`src/core/rsq_pkg.sv`:
```
// Shared constants for the ramp segment sequencer
package rsq_pkg;

  // Structure
  localparam int SEG_COUNT  = 8;
  localparam int SEG_IDX_W  = 3;
  localparam int STEP_W     = 30;
  localparam int ACC_W      = 33;
  localparam int DUR_W      = 16;
  localparam int DUR_CNT_W  = 17;
  localparam int REPEAT_W   = 13;
  localparam int SEG_CTRL_W = 26;

  // Register byte offsets
  localparam logic [7:0] ADDR_CTRL     = 8'h00;
  localparam logic [7:0] ADDR_STATUS   = 8'h04;
  localparam logic [7:0] ADDR_LIM_LO_L = 8'h08;
  localparam logic [7:0] ADDR_LIM_LO_H = 8'h0c;
  localparam logic [7:0] ADDR_LIM_HI_L = 8'h10;
  localparam logic [7:0] ADDR_LIM_HI_H = 8'h14;
  localparam logic [7:0] ADDR_ACC_L    = 8'h18;
  localparam logic [7:0] ADDR_ACC_H    = 8'h1c;
  // Segment words: base + 8*index, step word then control word
  localparam logic [1:0] SEG_PAGE      = 2'h1;

  // Control register fields
  localparam int CTRL_EN_BIT = 0;

  // Status register fields
  localparam int STAT_SEG_LSB = 0;
  localparam int STAT_RUN_BIT = 3;
  localparam int STAT_REP_LSB = 4;

  // Segment control word fields
  localparam int SEG_DUR_LSB  = 0;
  localparam int SEG_HALF_BIT = 16;
  localparam int SEG_FAST_BIT = 17;
  localparam int SEG_MARK_LSB = 18;
  localparam int SEG_CLR_BIT  = 20;
  localparam int SEG_ADV_LSB  = 21;
  localparam int SEG_SUCC_LSB = 23;

  // Reset values
  localparam logic [STEP_W-1:0]     SEG_STEP_RST  = 30'h0000_0000;
  localparam logic [SEG_CTRL_W-1:0] SEG_CTRL_RST  = 26'h000_0000;
  localparam logic [ACC_W-1:0]      LIM_LO_RST    = 33'h0_0000_0000;
  localparam logic [ACC_W-1:0]      LIM_HI_RST    = 33'h0_ffff_ffff;

  // Timing: a zero duration field stands for the longest run
  localparam logic [DUR_CNT_W-1:0]  DUR_MAX_TICKS = 17'h1_0000;

  // Advance conditions
  typedef enum logic [1:0] {
    ADV_DURATION,
    ADV_EVENT_A,
    ADV_EVENT_B,
    ADV_EVENT_C
  } rsq_adv_t;

  // Sequencer states
  typedef enum logic {
    ST_IDLE,
    ST_RUN
  } rsq_state_t;

endpackage

```
`src/core/rsq_seg_regs.sv`:
```
`timescale 1ns/10ps
// One segment's step and control words
module rsq_seg_regs import rsq_pkg::*; (
  // System
  input  wire logic                  clk_i,
  input  wire logic                  srst_i,
  // Write strobes and data
  input  wire logic                  wr_step_i,
  input  wire logic                  wr_ctrl_i,
  input  wire logic [31:0]           wdata_i,
  // Stored settings
  output logic      [STEP_W-1:0]     step_o,
  output logic      [SEG_CTRL_W-1:0] ctrl_o
);

  // Signed step, kept in the low bits of its word
  always_ff @(posedge clk_i) begin
    if (srst_i) begin
      step_o <= SEG_STEP_RST;
    end else if (wr_step_i) begin
      step_o <= wdata_i[STEP_W-1:0];
    end
  end

  // Duration, options, markers, advance source and successor
  always_ff @(posedge clk_i) begin
    if (srst_i) begin
      ctrl_o <= SEG_CTRL_RST;
    end else if (wr_ctrl_i) begin
      ctrl_o <= wdata_i[SEG_CTRL_W-1:0];
    end
  end

endmodule // rsq_seg_regs

```
`src/core/rsq_sequencer.sv`:
```
`timescale 1ns/10ps
// What this block does
// Eight segments, each with own settings
// Fast-settle bit drives fast lock output
// Half-rate makes each tick two cycles
// Duration counts ticks, one to 65536
// Marker bits drive two marker outputs
// Accumulator-clear zeroes accumulator on entry
// Software sets clear on first segment
// Advance source: duration or events A-C
// Ending segment jumps to its successor
// Each tick adds sign-extended step
// Repeat counter clears on enable rise
// Accumulator clamped between lower/upper limits
module rsq_sequencer import rsq_pkg::*; (
  // System
  input  wire logic             clk_i,
  input  wire logic             srst_i,
  // APB slave
  input  wire logic             psel_i,
  input  wire logic             penable_i,
  input  wire logic             pwrite_i,
  input  wire logic [7:0]       paddr_i,
  input  wire logic [31:0]      pwdata_i,
  output logic      [31:0]      prdata_o,
  output logic                  pready_o,
  output logic                  pslverr_o,
  // Advance events
  input  wire logic             event_source_a_i,
  input  wire logic             event_source_b_i,
  input  wire logic             event_source_c_i,
  // Ramp outputs
  output logic      [ACC_W-1:0] ramp_accum_o,
  output logic                  fast_settle_o,
  output logic                  marker_out_a_o,
  output logic                  marker_out_b_o,
  output logic      [2:0]       active_segment_o,
  output logic                  ramp_running_o
);

  logic [STEP_W-1:0]     seg_step [SEG_COUNT];
  logic [SEG_CTRL_W-1:0] seg_ctrl [SEG_COUNT];
  logic                  ramp_enable;
  logic                  enable_seen;
  logic [ACC_W-1:0]      limit_low;
  logic [ACC_W-1:0]      limit_high;
  logic [REPEAT_W-1:0]   repeat_cnt;
  rsq_state_t            state;
  logic [SEG_IDX_W-1:0]  seg;
  logic [DUR_CNT_W-1:0]  dur_cnt;
  logic                  phase;
  logic [ACC_W-1:0]      accum;
  logic                  apb_access;
  logic                  wr_commit;
  logic                  seg_hit;
  logic [SEG_IDX_W-1:0]  wr_idx;
  logic [31:0]           rd_data;
  logic                  rd_ok;

  // APB handshake: answer one cycle into the access phase
  assign apb_access = psel_i & penable_i & ~pready_o;
  assign wr_commit  = psel_i & penable_i & pready_o & pwrite_i;
  assign seg_hit    = (paddr_i[7:6] == SEG_PAGE) && (paddr_i[1:0] == 2'h0);
  assign wr_idx     = paddr_i[5:3];

  // Segment banks, one per index
  for (genvar g = 0; g < SEG_COUNT; g++) begin : g_seg
    // independent segment settings
    rsq_seg_regs u_regs (
      .clk_i     (clk_i),
      .srst_i    (srst_i),
      .wr_step_i (wr_commit && seg_hit && wr_idx == SEG_IDX_W'(g) && !paddr_i[2]),
      .wr_ctrl_i (wr_commit && seg_hit && wr_idx == SEG_IDX_W'(g) && paddr_i[2]),
      .wdata_i   (pwdata_i),
      .step_o    (seg_step[g]),
      .ctrl_o    (seg_ctrl[g])
    );
  end

  // Read decode; unmapped addresses read zero with an error
  always_comb begin
    rd_data = 32'h0000_0000;
    rd_ok   = 1'b1;
    if (seg_hit) begin
      if (paddr_i[2]) begin
        rd_data[SEG_CTRL_W-1:0] = seg_ctrl[wr_idx];
      end else begin
        rd_data[STEP_W-1:0] = seg_step[wr_idx];
      end
    end else begin
      unique case (paddr_i)
        ADDR_CTRL:     rd_data[CTRL_EN_BIT] = ramp_enable;
        ADDR_STATUS: begin
          rd_data[STAT_SEG_LSB +: SEG_IDX_W] = seg;
          rd_data[STAT_RUN_BIT]              = (state == ST_RUN);
          rd_data[STAT_REP_LSB +: REPEAT_W]  = repeat_cnt;
        end
        ADDR_LIM_LO_L: rd_data = limit_low[31:0];
        ADDR_LIM_LO_H: rd_data[0] = limit_low[ACC_W-1];
        ADDR_LIM_HI_L: rd_data = limit_high[31:0];
        ADDR_LIM_HI_H: rd_data[0] = limit_high[ACC_W-1];
        ADDR_ACC_L:    rd_data = accum[31:0];
        ADDR_ACC_H:    rd_data[0] = accum[ACC_W-1];
        default:       rd_ok = 1'b0;
      endcase
    end
  end

  // Bus answer flops
  always_ff @(posedge clk_i) begin
    if (srst_i) begin
      pready_o  <= 1'b0;
      pslverr_o <= 1'b0;
      prdata_o  <= 32'h0000_0000;
    end else begin
      pready_o  <= apb_access;
      pslverr_o <= apb_access & ~rd_ok;
      prdata_o  <= (apb_access && !pwrite_i) ? rd_data : 32'h0000_0000;
    end
  end

  // Global control and limit registers
  always_ff @(posedge clk_i) begin
    if (srst_i) begin
      ramp_enable <= 1'b0;
      limit_low   <= LIM_LO_RST;
      limit_high  <= LIM_HI_RST;
    end else if (wr_commit && !seg_hit) begin
      unique case (paddr_i)
        ADDR_CTRL:     ramp_enable <= pwdata_i[CTRL_EN_BIT];
        ADDR_LIM_LO_L: limit_low[31:0] <= pwdata_i;
        ADDR_LIM_LO_H: limit_low[ACC_W-1] <= pwdata_i[0];
        ADDR_LIM_HI_L: limit_high[31:0] <= pwdata_i;
        ADDR_LIM_HI_H: limit_high[ACC_W-1] <= pwdata_i[0];
        default: ;
      endcase
    end
  end

  // Current and target segment fields
  logic [SEG_CTRL_W-1:0]   cur_ctrl;
  logic [SEG_CTRL_W-1:0]   tgt_ctrl;
  logic [SEG_IDX_W-1:0]    target_seg;
  logic [DUR_W-1:0]        tgt_dur;
  logic [DUR_CNT_W-1:0]    tgt_dur_load;
  rsq_adv_t                cur_adv;
  logic                    cur_half;
  logic                    running;
  logic                    en_rise;
  logic                    tick;
  logic                    adv_event;
  logic                    seg_end;
  logic                    seg_start;
  logic signed [ACC_W:0]   sum_wide;
  logic [ACC_W-1:0]        next_accum;

  assign cur_ctrl   = seg_ctrl[seg];
  assign cur_adv    = rsq_adv_t'(cur_ctrl[SEG_ADV_LSB +: 2]);
  assign cur_half   = cur_ctrl[SEG_HALF_BIT];
  assign running    = (state == ST_RUN) && ramp_enable;
  assign en_rise    = ramp_enable && !enable_seen;
  // successor of the ending segment
  assign target_seg = en_rise ? '0 : cur_ctrl[SEG_SUCC_LSB +: SEG_IDX_W];
  assign tgt_ctrl   = seg_ctrl[target_seg];
  assign tgt_dur    = tgt_ctrl[SEG_DUR_LSB +: DUR_W];
  // zero field means the longest run
  assign tgt_dur_load = (tgt_dur == '0) ? DUR_MAX_TICKS : {1'b0, tgt_dur};
  // slow segments tick on every second cycle
  assign tick       = running && (!cur_half || phase);

  // advance source select
  always_comb begin
    unique case (cur_adv)
      ADV_DURATION: adv_event = tick && (dur_cnt == DUR_CNT_W'(1));
      ADV_EVENT_A:  adv_event = event_source_a_i;
      ADV_EVENT_B:  adv_event = event_source_b_i;
      ADV_EVENT_C:  adv_event = event_source_c_i;
    endcase
  end
  assign seg_end   = running && adv_event;
  assign seg_start = ramp_enable && (en_rise || seg_end);

  // sign-extended step added each tick
  assign sum_wide = $signed({accum[ACC_W-1], accum}) +
                    $signed({{(ACC_W+1-STEP_W){seg_step[seg][STEP_W-1]}}, seg_step[seg]});

  // clamp against the limits, both signed
  always_comb begin
    if (sum_wide < $signed({limit_low[ACC_W-1], limit_low})) begin
      next_accum = limit_low;
    end else if (sum_wide > $signed({limit_high[ACC_W-1], limit_high})) begin
      next_accum = limit_high;
    end else begin
      next_accum = sum_wide[ACC_W-1:0];
    end
  end

  // Enable edge detector
  always_ff @(posedge clk_i) begin
    if (srst_i) begin
      enable_seen <= 1'b0;
    end else begin
      enable_seen <= ramp_enable;
    end
  end

  // Segment walk, tick phase and duration count
  always_ff @(posedge clk_i) begin
    if (srst_i) begin
      state   <= ST_IDLE;
      seg     <= '0;
      dur_cnt <= '0;
      phase   <= 1'b0;
    end else if (!ramp_enable) begin
      state <= ST_IDLE;
      phase <= 1'b0;
    end else if (seg_start) begin
      // enter the next segment fresh
      state   <= ST_RUN;
      seg     <= target_seg;
      dur_cnt <= tgt_dur_load;
      phase   <= 1'b0;
    end else if (running) begin
      // phase toggles only in slow segments
      phase <= cur_half ? ~phase : 1'b0;
      // count down ticks, held at one under event advance
      if (tick && dur_cnt != DUR_CNT_W'(1)) begin
        dur_cnt <= dur_cnt - DUR_CNT_W'(1);
      end
    end
  end

  // Ramp accumulator; a clear on entry beats the last tick
  always_ff @(posedge clk_i) begin
    if (srst_i) begin
      accum <= '0;
    end else if (seg_start && tgt_ctrl[SEG_CLR_BIT]) begin
      // clear creep on segment entry
      accum <= '0;
    end else if (tick) begin
      // apply the clamped sum
      accum <= next_accum;
    end
  end

  // Repeat counter counts segment transitions
  always_ff @(posedge clk_i) begin
    if (srst_i) begin
      repeat_cnt <= '0;
    end else if (en_rise) begin
      // clear on enable rise
      repeat_cnt <= '0;
    end else if (seg_end) begin
      repeat_cnt <= repeat_cnt + REPEAT_W'(1);
    end
  end

  // Registered outputs; markers and fast settle lag the segment by one cycle
  always_ff @(posedge clk_i) begin
    if (srst_i) begin
      fast_settle_o  <= 1'b0;
      marker_out_a_o <= 1'b0;
      marker_out_b_o <= 1'b0;
    end else begin
      // fast lock while the segment runs
      fast_settle_o  <= running && cur_ctrl[SEG_FAST_BIT];
      // marker bits onto the pins
      marker_out_a_o <= running && cur_ctrl[SEG_MARK_LSB];
      marker_out_b_o <= running && cur_ctrl[SEG_MARK_LSB+1];
    end
  end

  assign ramp_accum_o     = accum;
  assign active_segment_o = seg;
  assign ramp_running_o   = (state == ST_RUN);
endmodule // rsq_sequencer

```
`config.mk`:
```
export PLATFORM = sky130hd
export DESIGN_NAME = rsq_sequencer
export DESIGN_NICKNAME = d
export VERILOG_FILES = /design/src/core/rsq_pkg.sv /design/src/core/rsq_seg_regs.sv /design/src/core/rsq_sequencer.sv
export SDC_FILE = /design/constraint.sdc
export NUM_CORES = 2
export LEC_CHECK = 0
export BUFFER_PORTS_ARGS = -buffer_cell sky130_fd_sc_hd__buf_2
export CORE_MARGIN = 2
export CORE_UTILIZATION = 39
export CTS_BUF_LIST = sky130_fd_sc_hd__clkbuf_16
export CTS_CLUSTER_DIAMETER = 60
export DETAILED_ROUTE_END_ITERATION = 8
export HOLD_SLACK_MARGIN = 0.05
export PLACE_DENSITY_LB_ADDON = 0.08
export SETUP_SLACK_MARGIN = 0.1
export SLEW_MARGIN = 20
export SYNTH_ARGS = -nofsm -noshare
export SYNTH_HDL_FRONTEND = slang
export SYNTH_HIERARCHICAL = 1
export SYNTH_SLANG_ARGS = --single-unit
export TNS_END_PERCENT = 30
```
`constraint.sdc`:
```
create_clock -name clk_i -period 8.4 [get_ports clk_i]
set_input_delay 0.84 -clock clk_i [delete_from_list [all_inputs] [get_ports clk_i]]
set_output_delay 0.84 -clock clk_i [all_outputs]
set_load 0.005 [all_outputs]
```
==> impl_results.md <==
* Count leader, synth: dfxtp_1
* Ports at 122
* Slew Limit Headroom at 0.272
* Critical path type: flop to flop
* Final GP Congestion at 0.888
* Critical path arrival at 8.24 ns
* Core Rows at 108
* Dpl cells at 4,425
* Clock-pin slew on the worst setup and hold paths at 0.06 ns
* Startpoint Class: flop
* Cell variety after synth at 82
* Met2 Use GR at 0.409
* Setup TNS at 0 ns
* Skew final at 0.0298 ns
* Syn Std Cell Area at 34,000 um^2
* Worst R2R End: ramp_accum_o[23]
* Largest cells by area after synthesis: dfxtp_1 (37%), mux4_2 (15%), mux2i_1 (14%)
* Worst hold slack at 0.435 ns
* Drt wl/cell at 25.6 um
* Slowest Stage Delay on Critical Path at 0.63 ns
* Async S/R FF share, synth at 0
* Slew at the pin with the worst max-slew slack at 1.09 ns
* Vias/cell at 5.85
* Drt drc at 0
* Initial core utilization at 0.393
* Max-Cap Viols at 0
* RSZ-0062 raised after global routing: false
* Pwr dens at 173 nW/um^2
* Hold endpoint: limit_high[31]
* Via Count at 26,689
* Vias in the first global route at 26,336
* Die W at 299 um
* Max VDD drop at 0.138 mV
* GR Util met3 at 0.0314
* Pins Over Slew Limit at 0
* Port bufs at 121
* Final ANT Viol Nets at 0
* Busiest grt layer: met2
* Sequential share of the synthesized area at 0.366
* Skew-Pair Late Insertion Delay at 0.64 ns
* Hold wc startpoint: pwdata_i[31]
* Share of layout cells above drive strength 1 at 0.182
* Synth Instances at 3,337
* Die Footprint at 89,500 um^2
* Worst Hold Class: input pin to flop
* GR Util met1 at 0.368
* Part of the cycle the worst path needs at 0.913
* CTS tree: yes
* Post-Syn Nets at 3,489
* Critical Path RT at 8.97 ns
* Total grt overflow at 0
* Chip Height at 299 um
* Drt pass-1 iters at 9
* Post-CTS setup buffers at 0
* Cts hold-fix bufs at 0
* Initial DRC Count at 2,166
* Core Box Area at 86,500 um^2
* Synth Register Bits at 621
* Mean Syn Cell Area at 10.2 um^2
* CTS max path bufs at 3
* Initial antenna violation count at 8
* Hold Path Stages at 2
* Drt total wl at 117,000 um
* Post-DP Area at 35,100 um^2
* Total CTS buffers at 79
* Area delta synth->final at 10.9%
* Yosys synthesis warning count at 6
* Critical Path, Cell by Cell: buf_12 > mux4_2 > mux2_2 > fa_1 > a211oi_1 > o21bai_1 > a221oi_2 > o22ai_1 > a31oi_1 > o21ai_1 > a41oi_1 > xnor2_1 > ha_1 > o21a_1 > o211ai_1 > o22ai_1 > or4b_1 > a211oi_2 > or2_1 > buf_4 > nand2_1 > a221o_1 > a21oi_1
* Worst reg2reg path depth at 23
* CP endpoint kind: flop
* Reg2reg setup slack at 0.73 ns
* HPWL after detailed placement at 78,800 um
* Worst-path fanout max at 19
* Tot GR Track Use at 0.257
* CP max stage cell: a221oi_2
* Root Driver: clkbuf_16
* EDFF count, synth at 0
* Final Setup Violations at 0
* H-Tree Depth at 3
* RR Startpoint: active_segment_o[0]
* Leak at 13.5 nW
* Fin crit period at 7.67 ns
* Crit-path most repeated cell: o22ai_1
* Design area at 37,700 um^2
* Commonest cells in the synthesized netlist: dfxtp_1 (621), nor2_1 (591), mux2i_1 (487)
* FMAX at 130 MHz
* Fin cells at 4,566
* Pin count of the biggest net entering global routing at 97
* Outcome: finished clean
* Top-area cell type share of the netlist area at 0.366
* Predominant post-synthesis flop cell: dfxtp_1
* Global-route wire length before repair at 174,000 um
* Clock Sink Count at 621
* CP Launch Point: active_segment_o[0]
* CTS resizes at 0
* Final Hold Fails at 0
* Yosys top cell by area: dfxtp_1
* Final nets at 3,503
## kinds of logic after synthesis
| logic type | count (synthesis) | share of synthesized area |
|---|---|---|
| compound gates | 465 | 0.0937 |
| xor+xnor | 48 | 0.0124 |
| fa+ha+maj | 104 | 0.0385 |
| buf+inv | 338 | 0.0565 |
| flops | 621 | 0.366 |
| mux | 762 | 0.311 |
| simple gates | 999 | 0.122 |
## worst max-delay path by stage
stage | end | slack (ns)
after CTS | ramp_accum_o[23] | 0.70
after floorplan | ramp_accum_o[13] | 1.54
final | ramp_accum_o[23] | 0.73
after detailed placement | ramp_accum_o[23] | 0.72
after global placement | ramp_accum_o[23] | 0.73
after global routing | ramp_accum_o[23] | 0.23
## cell type report
class / count / area [um^2]
Clock inverter: 59 / 512
Inverter: 87 / 327
Clock buffer: 81 / 2030
Multi-Input combinational cell: 2378 / 19800
Timing Repair Buffer: 184 / 1130
Fill cell: 8307 / 48800
Sequential cell: 621 / 12400
Tap cell: 1155 / 1450
Antenna cell: 1 / 2.50
## report_power, final
| group | internal (W) | switching, W |
|---|---|---|
| clock | 0.00195 | 0.00142 |
| sequential | 0.00295 | 0.000000282 |
| combinational | 0.0000471 | 0.000165 |
## worst max-delay path: cells and delay by family, from the launching register on
family / cells / cell delay [ns]
flip-flops: 1 / 0.61
multiplexers: 2 / 0.84
buffers and inverters: 2 / 0.60
adder cells (fa/ha/maj): 2 / 0.76
XOR/XNOR: 1 / 0.26
AO/OA/AOI/OAI: 13 / 3.26
AND/OR/NAND/NOR: 3 / 1.23
## stage by stage
stage	utilization	worst slack, ns	power [W]
2_1_floorplan	-	1.54	0.00312
3_3_place_gp	0.406	0.730	0.00322
3_5_place_dp	0.406	0.720	0.00322
4_1_cts	0.436	0.702	0.00659
5_1_grt	0.436	0.229	0.00673
6_report	0.436	0.729	0.00652
## placed cells by master, fill, tap and decap left out, types with 22 or more instances in the layout
| cell | n |
|---|---|
| dfxtp_1 | 618 |
| nor2_1 | 579 |
| mux2i_1 | 487 |
| mux4_2 | 230 |
| nand2_1 | 224 |
| a21oi_1 | 149 |
| buf_2 | 118 |
| ha_1 | 103 |
| inv_1 | 98 |
| clkbuf_16 | 81 |
| buf_4 | 61 |
| o21ai_0 | 47 |
| nor3_1 | 46 |
| a21o_1 | 44 |
| mux2_2 | 44 |
| a211o_1 | 32 |
| a22oi_1 | 32 |
| xnor2_1 | 29 |
| a211oi_1 | 27 |
| nand3_1 | 25 |
| a31oi_1 | 22 |
## sequential cells by signal, indices dropped and copies added, names as in the netlist
name	flops
limit_high	33
ramp_enable	1
ramp_accum_o	33
pready_o	1
enable_seen	1
repeat_cnt	13
dur_cnt	17
phase	1
marker_out_b_o	1
pslverr_o	1
marker_out_a_o	1
prdata_o	32
fast_settle_o	1
g_seg.u_regs/step_o	240
g_seg.u_regs/ctrl_o	208
ramp_running_o	1
limit_low	33
active_segment_o	3
## metal layers
metal,vias up,wire length (um),share of wire
li1,12154,-,-
met1,13513,54800,0.47
met2,857,53300,0.46
met3,161,6020,0.052
met4,4,2500,0.021
met5,-,30,0.00026
Power figures use the tool's default switching activity.
